### src/hdl/hbd_pkg.sv
/*
 * Shared constants and carrier types of the bridge driver control slice.
 * Assumes a 32-bit AXI4-Lite register bus and a 100 MHz system clock.
 */
package hbd_pkg;

   // ----------------------------------------------------------------
   // Bus geometry and answers
   // ----------------------------------------------------------------
   localparam int ADDR_W = 8;
   localparam int DATA_W = 32;
   localparam int STRB_W = DATA_W / 8;
   localparam logic [1:0] RESP_OKAY = 2'h0;
   localparam logic [1:0] RESP_SLVERR = 2'h2;

   // ----------------------------------------------------------------
   // Register offsets
   // ----------------------------------------------------------------
   localparam logic [ADDR_W-1:0] OFS_CTRL_ONE = 8'h00;
   localparam logic [ADDR_W-1:0] OFS_IRQ_STATUS = 8'h40;
   localparam logic [ADDR_W-1:0] OFS_IRQ_MASK = 8'h44;

   // ----------------------------------------------------------------
   // Field layout of the control word, one byte per driver
   // ----------------------------------------------------------------
   localparam int NUM_DRV = 2;
   localparam int IDX_HIGH1 = 0;
   localparam int IDX_LOW2 = 1;
   localparam int HIGH1_BASE = 16;
   localparam int LOW2_BASE = 8;
   localparam int F_SCOPE = 7;
   localparam int F_OCFLAG = 6;
   localparam int F_SUPPLY = 5;
   localparam int F_SHORT = 4;
   localparam int F_DIAG = 3;
   localparam int F_ON = 2;
   localparam int F_PWM = 1;
   localparam int F_POWER = 0;
   localparam logic RESET_POWER = 1'h1;
   localparam logic RESET_OTHER = 1'h0;

   // ----------------------------------------------------------------
   // Interrupt status layout
   // ----------------------------------------------------------------
   localparam int NUM_EV = 6;
   localparam int EV_OC_LSB = 0;
   localparam int EV_SUP_LSB = 2;
   localparam int EV_SHORT_LSB = 4;
   localparam logic [NUM_EV-1:0] MASK_RESET = 6'h00;

   // ----------------------------------------------------------------
   // Carrier types
   // ----------------------------------------------------------------
   typedef enum {HBD_SEL_CTRL, HBD_SEL_IRQ_STS, HBD_SEL_IRQ_MASK, HBD_SEL_NONE} hbd_sel_t;

   typedef struct packed {
      logic overcurrent;
      logic drain_supply_flag;
      logic pump_supply_flag;
      logic short_seen;
   } hbd_sense_t;

   typedef struct packed {
      logic power;
      logic gate;
      logic diag_source;
   } hbd_drive_t;

   localparam int SENSE_W = $bits(hbd_sense_t);

endpackage

### src/hdl/hbd_sync.sv
/*
 * Three-stage input filter for levels from outside the clock domain.
 * Assumes inputs may change at any time; output moves only when stages two and three agree.
 */
`timescale 1ns/1ps
module hbd_sync import hbd_pkg::*; #(
   parameter int WIDTH = 1
) (
   input wire logic clk,
   input wire logic rst_n,
   input wire logic [WIDTH-1:0] async_in,
   output logic [WIDTH-1:0] sync_out
);

   logic [WIDTH-1:0] s1_ff;
   logic [WIDTH-1:0] s2_ff;
   logic [WIDTH-1:0] s3_ff;

   // The first stage feeds the second stage only, to keep metastability contained.
   always_ff @(posedge clk or negedge rst_n) begin
      if (!rst_n) begin
         s1_ff <= '0;
         s2_ff <= '0;
         s3_ff <= '0;
      end else begin
         s1_ff <= async_in;
         s2_ff <= s1_ff;
         s3_ff <= s2_ff;
      end
   end

   genvar i;
   for (i = 0; i < WIDTH; i++) begin : g_bit
      always_ff @(posedge clk or negedge rst_n) begin
         if (!rst_n) begin
            sync_out[i] <= 1'b0;
         end else if (s2_ff[i] == s3_ff[i]) begin
            sync_out[i] <= s3_ff[i];
         end
      end
   end

endmodule

### src/hdl/hbd_irq.sv
/*
 * Sticky event status with mask and one level interrupt.
 * Assumes events are one-cycle pulses from the same clock domain.
 */
`timescale 1ns/1ps
module hbd_irq import hbd_pkg::*; (
   input wire logic clk,
   input wire logic rst_n,
   input wire logic [NUM_EV-1:0] events,
   input wire logic read_clear,
   input wire logic mask_write,
   input wire logic [NUM_EV-1:0] mask_data,
   output logic [NUM_EV-1:0] status,
   output logic [NUM_EV-1:0] mask,
   output logic irq
);

   // A new event in the clearing cycle survives, so no event is lost.
   always_ff @(posedge clk or negedge rst_n) begin
      if (!rst_n) begin
         status <= '0;
      end else begin
         status <= (status & ~{NUM_EV{read_clear}}) | events;
      end
   end

   always_ff @(posedge clk or negedge rst_n) begin
      if (!rst_n) begin
         mask <= MASK_RESET;
      end else if (mask_write) begin
         mask <= mask_data;
      end
   end

   assign irq = |(status & mask);

endmodule

### src/hdl/hbd_slice.sv
/*
 * Control and status slice of the bridge driver control word for high-side driver 1
 * and low-side driver 2, with an AXI4-Lite register slave and an event interrupt.
 * Assumes RST_N is the type-3 reset, sense inputs and PWM are asynchronous pins,
 * and the remaining drivers sit outside and exchange a global shutdown level.
 */
// Design decisions made here: the address map and the AXI4-Lite register port.
//
// Summary of operation
// - A driver's overcurrent shuts down all bridges when its scope bit is 0 and only its own bridge when 1.
// - An overcurrent sets the driver's read-only overcurrent flag and switches the driver off automatically.
// - The supply fault flag reads the OR of the drain supply flag and the pump supply flag.
// - The short monitor flag reads a detected short, and is only meaningful once the high-side diag source is on.
// - Writing 1 to the high-side driver 1 diag enable turns its diagnosis current source on while its driver enable is 1, writing 0 turns it off.
// - The low-side driver 2 diag enable is stored and read back but drives nothing.
// - The on flag switches the driver on at 1 and off at 0, and hardware may also change it.
// - The PWM enable puts the driver under control of the PWM input, and hardware may also change it.
// - The driver enable bit powers the driver circuit on at 1 and off at 0.
// - The control word returns to its reset value only on the type-3 reset.
`timescale 1ns/1ps
module hbd_slice import hbd_pkg::*; (
   input wire logic CLK,
   input wire logic RST_N,
   input wire logic [ADDR_W-1:0] S_AXI_AWADDR,
   input wire logic S_AXI_AWVALID,
   output logic S_AXI_AWREADY,
   input wire logic [DATA_W-1:0] S_AXI_WDATA,
   input wire logic [STRB_W-1:0] S_AXI_WSTRB,
   input wire logic S_AXI_WVALID,
   output logic S_AXI_WREADY,
   output logic [1:0] S_AXI_BRESP,
   output logic S_AXI_BVALID,
   input wire logic S_AXI_BREADY,
   input wire logic [ADDR_W-1:0] S_AXI_ARADDR,
   input wire logic S_AXI_ARVALID,
   output logic S_AXI_ARREADY,
   output logic [DATA_W-1:0] S_AXI_RDATA,
   output logic [1:0] S_AXI_RRESP,
   output logic S_AXI_RVALID,
   input wire logic S_AXI_RREADY,
   input wire logic PWM_IN,
   input wire hbd_sense_t HIGH1_SENSE,
   input wire hbd_sense_t LOW2_SENSE,
   input wire logic GLOBAL_SHUTDOWN_IN,
   output hbd_drive_t HIGH1_DRIVE,
   output hbd_drive_t LOW2_DRIVE,
   output logic GLOBAL_SHUTDOWN_OUT,
   output logic ALL_DRIVERS_POWERED,
   output logic IRQ
);

   // ----------------------------------------------------------------
   // Decoding helpers
   // ----------------------------------------------------------------
   function automatic hbd_sel_t decode_addr(input logic [ADDR_W-1:0] addr);
      hbd_sel_t sel;
      sel = HBD_SEL_NONE;
      if (addr == OFS_CTRL_ONE) begin
         sel = HBD_SEL_CTRL;
      end else if (addr == OFS_IRQ_STATUS) begin
         sel = HBD_SEL_IRQ_STS;
      end else if (addr == OFS_IRQ_MASK) begin
         sel = HBD_SEL_IRQ_MASK;
      end
      return sel;
   endfunction

   function automatic int drv_base(input int d);
      return (d == IDX_HIGH1) ? HIGH1_BASE : LOW2_BASE;
   endfunction

   // ----------------------------------------------------------------
   // Input synchronisation
   // ----------------------------------------------------------------
   localparam int SYNC_W = 2 * SENSE_W + 2;

   logic [SYNC_W-1:0] raw_in;
   logic [SYNC_W-1:0] sync_in;
   hbd_sense_t sense_s [NUM_DRV];
   logic pwm_s;
   logic global_s;

   assign raw_in = {GLOBAL_SHUTDOWN_IN, PWM_IN, LOW2_SENSE, HIGH1_SENSE};

   hbd_sync #(
      .WIDTH(SYNC_W)
   ) u_sync (
      .clk(CLK),
      .rst_n(RST_N),
      .async_in(raw_in),
      .sync_out(sync_in)
   );

   assign sense_s[IDX_HIGH1] = sync_in[SENSE_W-1:0];
   assign sense_s[IDX_LOW2] = sync_in[2*SENSE_W-1:SENSE_W];
   assign pwm_s = sync_in[2*SENSE_W];
   assign global_s = sync_in[2*SENSE_W+1];

   // ----------------------------------------------------------------
   // AXI4-Lite write channel
   // ----------------------------------------------------------------
   logic aw_hold_ff;
   logic [ADDR_W-1:0] aw_addr_ff;
   logic w_hold_ff;
   logic [DATA_W-1:0] w_data_ff;
   logic [STRB_W-1:0] w_strb_ff;
   logic bvalid_ff;
   logic [1:0] bresp_ff;
   logic do_write;
   hbd_sel_t wr_sel;
   logic wr_ctrl;

   assign S_AXI_AWREADY = !aw_hold_ff;
   assign S_AXI_WREADY = !w_hold_ff;
   assign S_AXI_BVALID = bvalid_ff;
   assign S_AXI_BRESP = bresp_ff;
   assign do_write = aw_hold_ff && w_hold_ff && !bvalid_ff;
   assign wr_sel = decode_addr(aw_addr_ff);
   assign wr_ctrl = do_write && (wr_sel == HBD_SEL_CTRL);

   // Address and data are caught separately, so the master may offer them in either order.
   always_ff @(posedge CLK or negedge RST_N) begin
      if (!RST_N) begin
         aw_hold_ff <= 1'b0;
         aw_addr_ff <= '0;
      end else if (do_write) begin
         aw_hold_ff <= 1'b0;
      end else if (S_AXI_AWVALID && !aw_hold_ff) begin
         aw_hold_ff <= 1'b1;
         aw_addr_ff <= S_AXI_AWADDR;
      end
   end

   always_ff @(posedge CLK or negedge RST_N) begin
      if (!RST_N) begin
         w_hold_ff <= 1'b0;
         w_data_ff <= '0;
         w_strb_ff <= '0;
      end else if (do_write) begin
         w_hold_ff <= 1'b0;
      end else if (S_AXI_WVALID && !w_hold_ff) begin
         w_hold_ff <= 1'b1;
         w_data_ff <= S_AXI_WDATA;
         w_strb_ff <= S_AXI_WSTRB;
      end
   end

   always_ff @(posedge CLK or negedge RST_N) begin
      if (!RST_N) begin
         bvalid_ff <= 1'b0;
         bresp_ff <= RESP_OKAY;
      end else if (do_write) begin
         bvalid_ff <= 1'b1;
         bresp_ff <= (wr_sel == HBD_SEL_NONE) ? RESP_SLVERR : RESP_OKAY;
      end else if (S_AXI_BREADY) begin
         bvalid_ff <= 1'b0;
      end
   end

   // ----------------------------------------------------------------
   // Driver control bits
   // ----------------------------------------------------------------
   logic [NUM_DRV-1:0] scope_ff;
   logic [NUM_DRV-1:0] ocflag_ff;
   logic [NUM_DRV-1:0] diag_ff;
   logic [NUM_DRV-1:0] on_ff;
   logic [NUM_DRV-1:0] pwm_ff;
   logic [NUM_DRV-1:0] power_ff;
   logic [NUM_DRV-1:0] gate_ff;
   logic [NUM_DRV-1:0] oc_now;
   logic [NUM_DRV-1:0] supply_flag;
   logic [NUM_DRV-1:0] short_flag;
   logic [NUM_DRV-1:0] supply_prev_ff;
   logic [NUM_DRV-1:0] short_prev_ff;
   logic [NUM_DRV-1:0] shut;
   logic [DATA_W-1:0] ctrl_view;
   logic kill_all;
   logic global_out_ff;
   logic powered_ff;
   hbd_drive_t drive [NUM_DRV];

   // A scope bit at 0 turns the driver's own overcurrent into a shutdown of every bridge.
   assign kill_all = |(oc_now & ~scope_ff);

   genvar d;
   for (d = 0; d < NUM_DRV; d++) begin : g_drv
      localparam int B = drv_base(d);
      logic wr_byte;
      logic [7:0] wbyte;

      assign wr_byte = wr_ctrl && w_strb_ff[B/8];
      assign wbyte = w_data_ff[B +: 8];
      assign oc_now[d] = sense_s[d].overcurrent;
      assign shut[d] = oc_now[d] || kill_all || global_s;
      assign supply_flag[d] = sense_s[d].drain_supply_flag | sense_s[d].pump_supply_flag;
      // A short reading is only trusted while the high-side diag enable is set, whether or not that driver is powered.
      assign short_flag[d] = sense_s[d].short_seen && diag_ff[IDX_HIGH1];

      // Only the type-3 reset restores the stored fields.
      always_ff @(posedge CLK or negedge RST_N) begin
         if (!RST_N) begin
            scope_ff[d] <= RESET_OTHER;
            diag_ff[d] <= RESET_OTHER;
            power_ff[d] <= RESET_POWER;
         end else if (wr_byte) begin
            scope_ff[d] <= wbyte[F_SCOPE];
            diag_ff[d] <= wbyte[F_DIAG];
            power_ff[d] <= wbyte[F_POWER];
         end
      end

      // Hardware shutdown beats a software write in the same cycle, for safety.
      always_ff @(posedge CLK or negedge RST_N) begin
         if (!RST_N) begin
            on_ff[d] <= RESET_OTHER;
            pwm_ff[d] <= RESET_OTHER;
         end else if (shut[d]) begin
            on_ff[d] <= 1'b0;
            pwm_ff[d] <= 1'b0;
         end else if (wr_byte) begin
            on_ff[d] <= wbyte[F_ON];
            pwm_ff[d] <= wbyte[F_PWM];
         end
      end

      // The flag is re-armed by writing the on bit to 1 once the fault is gone; a fault still
      // present keeps it set.
      always_ff @(posedge CLK or negedge RST_N) begin
         if (!RST_N) begin
            ocflag_ff[d] <= RESET_OTHER;
         end else if (oc_now[d]) begin
            ocflag_ff[d] <= 1'b1;
         end else if (wr_byte && wbyte[F_ON]) begin
            ocflag_ff[d] <= 1'b0;
         end
      end

      // Gate drive needs power, the on flag and, when selected, the PWM input high.
      always_ff @(posedge CLK or negedge RST_N) begin
         if (!RST_N) begin
            gate_ff[d] <= 1'b0;
         end else begin
            gate_ff[d] <= power_ff[d] && on_ff[d] && !ocflag_ff[d] && !shut[d]
                          && (!pwm_ff[d] || pwm_s);
         end
      end

      always_ff @(posedge CLK or negedge RST_N) begin
         if (!RST_N) begin
            supply_prev_ff[d] <= 1'b0;
            short_prev_ff[d] <= 1'b0;
         end else begin
            supply_prev_ff[d] <= supply_flag[d];
            short_prev_ff[d] <= short_flag[d];
         end
      end

      assign drive[d].power = power_ff[d];
      assign drive[d].gate = gate_ff[d];
      // No low-side current source exists, so that enable is kept for read-back only.
      assign drive[d].diag_source = (d == IDX_HIGH1) ? (diag_ff[d] && power_ff[d]) : 1'b0;

      assign ctrl_view[B+F_SCOPE] = scope_ff[d];
      assign ctrl_view[B+F_OCFLAG] = ocflag_ff[d];
      assign ctrl_view[B+F_SUPPLY] = supply_flag[d];
      assign ctrl_view[B+F_SHORT] = short_flag[d];
      assign ctrl_view[B+F_DIAG] = diag_ff[d];
      assign ctrl_view[B+F_ON] = on_ff[d];
      assign ctrl_view[B+F_PWM] = pwm_ff[d];
      assign ctrl_view[B+F_POWER] = power_ff[d];
   end

   // Bytes of the other drivers are not part of this slice and read as zero.
   assign ctrl_view[LOW2_BASE-1:0] = '0;
   assign ctrl_view[DATA_W-1:HIGH1_BASE+8] = '0;

   assign HIGH1_DRIVE = drive[IDX_HIGH1];
   assign LOW2_DRIVE = drive[IDX_LOW2];

   // ----------------------------------------------------------------
   // Bridge-level outputs
   // ----------------------------------------------------------------
   always_ff @(posedge CLK or negedge RST_N) begin
      if (!RST_N) begin
         global_out_ff <= 1'b0;
      end else begin
         global_out_ff <= kill_all;
      end
   end

   // The bridge module may be enabled only while every driver here is powered.
   always_ff @(posedge CLK or negedge RST_N) begin
      if (!RST_N) begin
         powered_ff <= 1'b0;
      end else begin
         powered_ff <= &power_ff;
      end
   end

   assign GLOBAL_SHUTDOWN_OUT = global_out_ff;
   assign ALL_DRIVERS_POWERED = powered_ff;

   // ----------------------------------------------------------------
   // Interrupt events
   // ----------------------------------------------------------------
   logic [NUM_EV-1:0] events;
   logic [NUM_EV-1:0] irq_status;
   logic [NUM_EV-1:0] irq_mask;
   logic rd_take;
   logic rd_clear;
   hbd_sel_t rd_sel;

   assign events[EV_OC_LSB +: NUM_DRV] = oc_now & ~ocflag_ff;
   assign events[EV_SUP_LSB +: NUM_DRV] = supply_flag & ~supply_prev_ff;
   assign events[EV_SHORT_LSB +: NUM_DRV] = short_flag & ~short_prev_ff;

   assign rd_take = S_AXI_ARVALID && !S_AXI_RVALID;
   assign rd_sel = decode_addr(S_AXI_ARADDR);
   assign rd_clear = rd_take && (rd_sel == HBD_SEL_IRQ_STS);

   hbd_irq u_irq (
      .clk(CLK),
      .rst_n(RST_N),
      .events(events),
      .read_clear(rd_clear),
      .mask_write(do_write && (wr_sel == HBD_SEL_IRQ_MASK) && w_strb_ff[0]),
      .mask_data(w_data_ff[NUM_EV-1:0]),
      .status(irq_status),
      .mask(irq_mask),
      .irq(IRQ)
   );

   // ----------------------------------------------------------------
   // AXI4-Lite read channel
   // ----------------------------------------------------------------
   logic rvalid_ff;
   logic [DATA_W-1:0] rdata_ff;
   logic [1:0] rresp_ff;
   logic [DATA_W-1:0] rd_word;

   always_comb begin
      rd_word = '0;
      unique case (rd_sel)
         HBD_SEL_CTRL: rd_word = ctrl_view;
         HBD_SEL_IRQ_STS: rd_word[NUM_EV-1:0] = irq_status;
         HBD_SEL_IRQ_MASK: rd_word[NUM_EV-1:0] = irq_mask;
         HBD_SEL_NONE: rd_word = '0;
      endcase
   end

   // The data is captured at acceptance, so status read and clear see the same snapshot.
   always_ff @(posedge CLK or negedge RST_N) begin
      if (!RST_N) begin
         rvalid_ff <= 1'b0;
         rdata_ff <= '0;
         rresp_ff <= RESP_OKAY;
      end else if (rd_take) begin
         rvalid_ff <= 1'b1;
         rdata_ff <= rd_word;
         rresp_ff <= (rd_sel == HBD_SEL_NONE) ? RESP_SLVERR : RESP_OKAY;
      end else if (S_AXI_RREADY) begin
         rvalid_ff <= 1'b0;
      end
   end

   assign S_AXI_ARREADY = !rvalid_ff;
   assign S_AXI_RVALID = rvalid_ff;
   assign S_AXI_RDATA = rdata_ff;
   assign S_AXI_RRESP = rresp_ff;

endmodule

### config.mk
export PLATFORM = sky130hd
export DESIGN_NAME = hbd_slice
export DESIGN_NICKNAME = d
export VERILOG_FILES = /design/src/hdl/hbd_pkg.sv /design/src/hdl/hbd_sync.sv /design/src/hdl/hbd_irq.sv /design/src/hdl/hbd_slice.sv
export SDC_FILE = /design/constraint.sdc
export NUM_CORES = 1
export LEC_CHECK = 0
export BUFFER_PORTS_ARGS = -buffer_cell sky130_fd_sc_hd__buf_2
export CORE_MARGIN = 8
export CORE_UTILIZATION = 55
export CTS_CLUSTER_SIZE = 30
export DETAILED_ROUTE_END_ITERATION = 10
export HOLD_SLACK_MARGIN = 0.08
export PLACE_DENSITY = 0.82
export SLEW_MARGIN = 20
export SYNTH_ARGS = -nofsm -noshare
export SYNTH_HDL_FRONTEND = slang
export SYNTH_SLANG_ARGS = --single-unit
### constraint.sdc
create_clock -name CLK -period 3.3 [get_ports CLK]
set_clock_uncertainty 0.2 [all_clocks]
set_input_delay 0.165 -clock CLK [delete_from_list [all_inputs] [get_ports CLK]]
set_output_delay 0.165 -clock CLK [all_outputs]
set_load 0.05 [all_outputs]
# After elaboration in Yosys (flattened, before gate mapping)

Index checks and enable logic that the tools add are counted.

Equal/unequal tests: 21
Multiplexer cells: 30
Bitwise gates (word level): 15
Reduce and logical (&&, ||, !) cells: 58

Operators by type and width:

| operator                                              | number |
|---|---|
| equality test 32 x 2 -> 1 bit (second input constant) | 3 |
| equality test 32 x 3 -> 1 bit (second input constant) | 3 |
| zero test 32 bit                                      | 2 |
| two-way mux 32 bit                                    | 2 |
| equality test 32 x 1 -> 1 bit (second input constant) | 1 |
| equality test 8 x 7 -> 1 bit (second input constant)  | 4 |
| logical AND 1 bit                                     | 24 |
| two-way mux 1 bit                                     | 22 |
| two-way mux 18 bit                                    | 1 |
| case mux 6 bit (3 select lines)                       | 1 |
| zero test 8 bit                                       | 2 |
| nonzero test 2 bit                                    | 8 |
| AND 6 bit                                             | 2 |
| equality test 1 bit                                   | 10 |
| zero test 1 bit                                       | 10 |
| AND 2 bit                                             | 4 |
| two-way mux 2 bit                                     | 4 |
| NOT 2 bit                                             | 4 |
| logical OR 1 bit                                      | 6 |
| NOT 6 bit                                             | 1 |
| bitwise OR 6 bit                                      | 1 |
| AND reduction 2 bit                                   | 3 |
| OR reduction 6 bit                                    | 1 |
| OR reduction 2 bit                                    | 2 |
| 2 further kinds                                       | 3 |

Register bits after elaboration: 147
Output and inout port bits: 50
Logic and storage cells: 169

# Depth between registers and ports, before layout

Depth after elaboration: 10
Gate-level depth with buffers: 5

# By module

A second synthesis with hierarchy kept.

Cells, all modules: 354
Area total of the unflattened synthesis: 4809.6 um2

Modules (own cells, without submodules):

| module    | instances | cells each | area an instance (um2) | seq. area each (um2) |
|---|---|---|---|---|
| hbd_slice | 1         | 274        | 3218.1                 | 1879.3 |
| hbd_sync  | 1         | 50         | 1113.6                 | 1001.0 |
| hbd_irq   | 1         | 30         | 478.0                  | 300.3 |

# Worst setup path after synthesis

No wires, ideal clock.

Path type: register to register
Start: register bvalid_ff, in the netlist S_AXI_BVALID
End: register u_irq.mask[0]
Library setup time: 125 ps
Arrival time: 1923 ps
Required time: 2975 ps
Path slack: 1053 ps
Stages on the path, launching flop included: 4
Period minus slack after synthesis: 2247 ps
Cells stage by stage: dfrtp_1 nand3b_1 nor4_4 mux2_2

Longest elaborated chain between the ends: 4

Ends and longest elaborated chain:

| what                           | line             | text |
|---|---|---|
| start: declaration             | hbd_slice.sv:107 | `logic bvalid_ff;` |
| start signal: assignment       | hbd_slice.sv:150 | `bvalid_ff <= 1'b0;` |
| start signal: assignment       | hbd_slice.sv:153 | `bvalid_ff <= 1'b1;` |
| start signal: assignment       | hbd_slice.sv:156 | `bvalid_ff <= 1'b0;` |
| zero test 1 bit                | hbd_slice.sv:117 | `assign do_write = aw_hold_ff && w_hold_ff && !bvalid_ff;` |
| logical AND 1 bit              | hbd_slice.sv:117 |  |
| logical AND 1 bit (2 in a row) | hbd_slice.sv:326 | `.mask_write(do_write && (wr_sel == HBD_SEL_IRQ_MASK) && w_strb_ff[0]),` |
| end signal: assignment         | hbd_irq.sv:31    | `mask <= mask_data;` |
| end: declaration               | hbd_irq.sv:14    | `output logic [NUM_EV-1:0] mask,` |

No other way between the ends.
A chain may end at the register's enable or synchronous reset.

# Worst setup path in the final report

Start: input port S_AXI_ARADDR[6]
End: register rdata_ff[4], in the netlist S_AXI_RDATA[4]

Longest elaborated chain between the ends: 7
Elaborated cells on any way between the ends: 12
Classes of those cells: eq/ne (5); mux (4); reduce/logical (3)

Ends and longest elaborated chain:

| what                                                              | line             | text |
|---|---|---|
| start: declaration                                                | hbd_slice.sv:34  | `input wire logic [ADDR_W-1:0] S_AXI_ARADDR,` |
| equality test 8 x 7 -> 1 bit                                      | hbd_slice.sv:62  | `end else if (addr == OFS_IRQ_MASK) begin` |
| two-way mux 1 bit                                                 | hbd_slice.sv:62  |  |
| two-way mux 2 bit                                                 | hbd_slice.sv:60  | `end else if (addr == OFS_IRQ_STATUS) begin` |
| two-way mux 2 bit *                                               | hbd_slice.sv:58  | `if (addr == OFS_CTRL_ONE) begin` |
| equality test 32 x 2 -> 1 bit or zero test 32 bit (tied branches) | hbd_slice.sv:343 | `unique case (rd_sel)` |
| OR reduction 2 bit (no line)                                      | --               |  |
| case mux 6 bit (3 select lines) *                                 | hbd_slice.sv:343 |  |
| end signal: assignment                                            | hbd_slice.sv:359 | `rdata_ff <= rd_word;` |
| end: declaration                                                  | hbd_slice.sv:337 | `logic [DATA_W-1:0] rdata_ff;` |

Mark *: on every way between the ends. The rest lies on a longest branch, timed or not.

==> metrics.txt <==
status complete, no violations; post-DP HPWL around 6800 um; post-synth cell types 35; share of layout cells above drive strength 1 around a third; Total Routed Length 10700 um; Initial Util 55.7%; FF-to-FF End ctrl_view[11]$_DFFE_PN0P_; Yosys top cell by area dfrtp_1; Final setup viols 0; clk buf depth 2; CP required 3.54 ns; Final nets 574; area share of the largest cell type after synthesis roughly two thirds; die height around 110 um; hold_buf cts 62; Congestion Overflow GR 0; Antenna Cells 0; global-route wire length before repair about 17000 um; Area after DPL approximately 5300 um2; Fin Setup TNS 0 ns; Lkg Pwr around 3.0 nW; cells after synthesis about 350; Hold Path Sink u_sync.s1_ff[2]$_DFF_PN0_; Final Non-Filler Cells approximately 630; Total Power 4.68 mW; initial antenna violation count 0; CTS tree yes; Placed Cells approximately 530; pin count of the biggest net entering global routing 80; Hold Crit Start HIGH1_SENSE[2]; fin crit share between 90% and 100%; Core Area approximately 8600 um2; Clock power frac 38.7%; Iteration-0 DRC Markers between 100 and 150; final hold vios 0; Register-to-Register Path Depth 3; H-tree depth 4; count leader, synth dfrtp_1; Final ANT Viol Nets 0; Synth top cells by count 125 x dfrtp_1, 39 x mux2_2, 35 x nand2_1; wire length per cell 17.1 um; Slew Limit Fails 0; register bit total from synthesis 127; sw frac 29.5%; total CTS buffers 17; DR vias 3260; io pins 119; crit-path max cell delay ~0.68 ns; Seq pwr share between 40 and 50%; hold crit path type primary input to flop; Avg Inst Size Synth between 10 and 15 um2; die area around 12000 um2; Worst path most repeated cell dlygate4sd3_1; DR DRC count 0; Max stage delay cell, worst path dlygate4sd3_1; synth-to-layout area growth 36.2%; vias in the first global route 3603; WS Path Type primary input to flop; crit path capture type flop; WP buf/inv 5; Net Sw Power 1.38 mW; Final Wtd Congestion between 0.8 and 0.9; PD cells approximately 720 nW/um2; CP startpoint kind primary input; Slew @ Worst Pin 1.02 ns; Hold Crit Depth 2; Post-CTS Setup Inserts 0; clock-pin slew on the worst setup and hold paths 0.06 ns; Max IR drop VDD roughly 480 uV; Mapped Area 4760 um2; fmax approximately 0.34 GHz; Max-cap violations 0; post-CTS sizing 0; crit-path cells dlygate4sd3_1, buf_2, nor3b_1, dlygate4sd3_1, nand2_1, dlygate4sd3_1, o31ai_1, dlygate4sd3_1; Die X 109 um; Total GRT Usage 19.1%; RSZ-0062 raised after global routing no; Post-synth ARST share between 90% and 100%; cell area after layout 6490 um2; clock root cell clkbuf_8; Logic pwr share between 15 and 20%; vias per cell about 5.2; Syn. warnings 0; clk_lat worst skew around 0.5 ns; crit-path max FO 6; CP Data Arrival Time approximately 3.2 ns; register area share after synthesis around 67%; R2R setup slack around 0.96 ns; Top delay family on crit path buffers and inverters; number of I/O port buffers between 80 and 90; max_slew headroom about a third; # rows 34; Post-synth EDFFs 0; Internal Power 3.30 mW; first drt pass iteration count 4; Critical R2R Launch aw_addr_ff[5]$_DFFE_PN0P_; ys flop type dfrtp_1; worst hold margin 0.100 ns; CTS sink cnt about 130; Final min period 2.98 ns; Synth area leaders dfrtp_1 66%, mux2_2 9.2%, nand2_1 2.8%
==> registers in the layout, indices dropped and copies added (netlist names), 2 cells and up <==
name / count
HIGH1_DRIVE: 2
LOW2_DRIVE: 2
S_AXI_RDATA: 22
aw_addr_ff: 8
ctrl_view: 10
short_prev_ff: 2
supply_prev_ff: 2
u_irq.mask: 6
u_irq.status: 6
u_sync.s1_ff: 10
u_sync.s2_ff: 10
u_sync.s3_ff: 10
u_sync.sync_out: 10
w_data_ff: 16
w_strb_ff: 3
==> metal layers <==
| layer | vias to the layer above | wire (um) | GRT usage (%) |
|---|---|---|---|
| met5 | - | 0 | 0 |
| met1 | 1636 | 4270 | 22.1 |
| met2 | 109 | 5530 | 32.5 |
| met4 | 0 | 218 | 7.43 |
| met3 | 20 | 710 | 6.15 |
| li1 | 1495 | - | - |
==> worst register-to-register path: cells and delay by family (launching register included) <==
kind / cells / cell delay [ns]
and+or+nand+nor: 2 / 1.26
muxes: 1 / 0.39
DFF: 1 / 0.37
==> worst max path at each step <==
stage / cells past startpoint / end / slack [ns] / start
after global routing: 8 / S_AXI_RDATA[4]$_DFFE_PN0P_ / 0.25 / S_AXI_ARADDR[6]
after floorplan: 3 / u_irq.mask[0]$_DFFE_PN0P_ / 1.05 / S_AXI_BVALID$_DFFE_PN0P_
after CTS: 8 / S_AXI_RDATA[1]$_DFFE_PN0P_ / 0.46 / S_AXI_ARADDR[4]
after global placement: 3 / ctrl_view[15]$_DFFE_PN0P_ / 1.03 / aw_addr_ff[5]$_DFFE_PN0P_
after detailed placement: 3 / ctrl_view[11]$_DFFE_PN0P_ / 0.99 / aw_addr_ff[5]$_DFFE_PN0P_
final: 8 / S_AXI_RDATA[4]$_DFFE_PN0P_ / 0.32 / S_AXI_ARADDR[6]
==> cell type report <==
type,count,area (um2)
tap,108,135
clock buffer,18,428
sequential,127,3180
inverter,12,45.0
timing repair buffer,153,1120
multi-input combinational,194,1430
fill,546,2060
clock inverter,14,156
==> through the flow <==
stage / utilization [%] / setup slack (ns)
floorplan: - / 1.05
global placement: 61.6 / 1.03
detailed placement: 61.6 / 0.990
CTS: 75.9 / 0.464
global route: 75.9 / 0.252
finish: 75.9 / 0.321
==> cells in the final DEF (no fill, tap or decap), types with 3 or more instances in the layout <==
cell type | synthesis | layout
clkinvlp_4 | 0 | 7
buf_2 | 1 | 87
dlygate4sd3_1 | 0 | 61
o2bb2ai_1 | 4 | 4
nor4_4 | 3 | 3
mux2_2 | 39 | 39
nand2b_1 | 4 | 4
nor4_1 | 3 | 3
nand2_1 | 35 | 35
nor2_1 | 9 | 9
maj3_1 | 10 | 10
nor2b_1 | 4 | 3
a22oi_1 | 3 | 3
dfrtp_1 | 125 | 125
o31ai_1 | 14 | 14
mux2i_1 | 10 | 10
inv_1 | 12 | 12
inv_6 | 0 | 5
conb_1 | 1 | 13
buf_4 | 15 | 3
clkbuf_16 | 0 | 16
o21ai_0 | 11 | 11
nand3_1 | 11 | 11
==> power groups by stage <==
stage	registers, mW	logic (mW)	clock network, mW
2_1_floorplan	2.02	0.582	0
3_3_place_gp	2.01	0.765	0
3_5_place_dp	2.03	0.793	0
4_1_cts	2.01	0.862	1.84
5_1_grt	2.05	0.921	1.91
6_report	2.01	0.857	1.81
==> kinds of logic (layout without fill, tap and decap cells) <==
| group | after synthesis | in the layout | share of synthesized area [%] |
|---|---|---|---|
| muxes | 49 | 49 | 11.3 |
| AOI/OAI and AO/OA | 41 | 41 | 6.07 |
| adders and majority gates | 10 | 10 | 2.10 |
| other | 1 | 13 | 0.0787 |
| DFF | 127 | 127 | 66.8 |
| and+or+nand+nor | 81 | 81 | 9.40 |
| buffers and inverters | 39 | 197 | 4.28 |
Note: power is estimated with default switching activity, not from simulation.
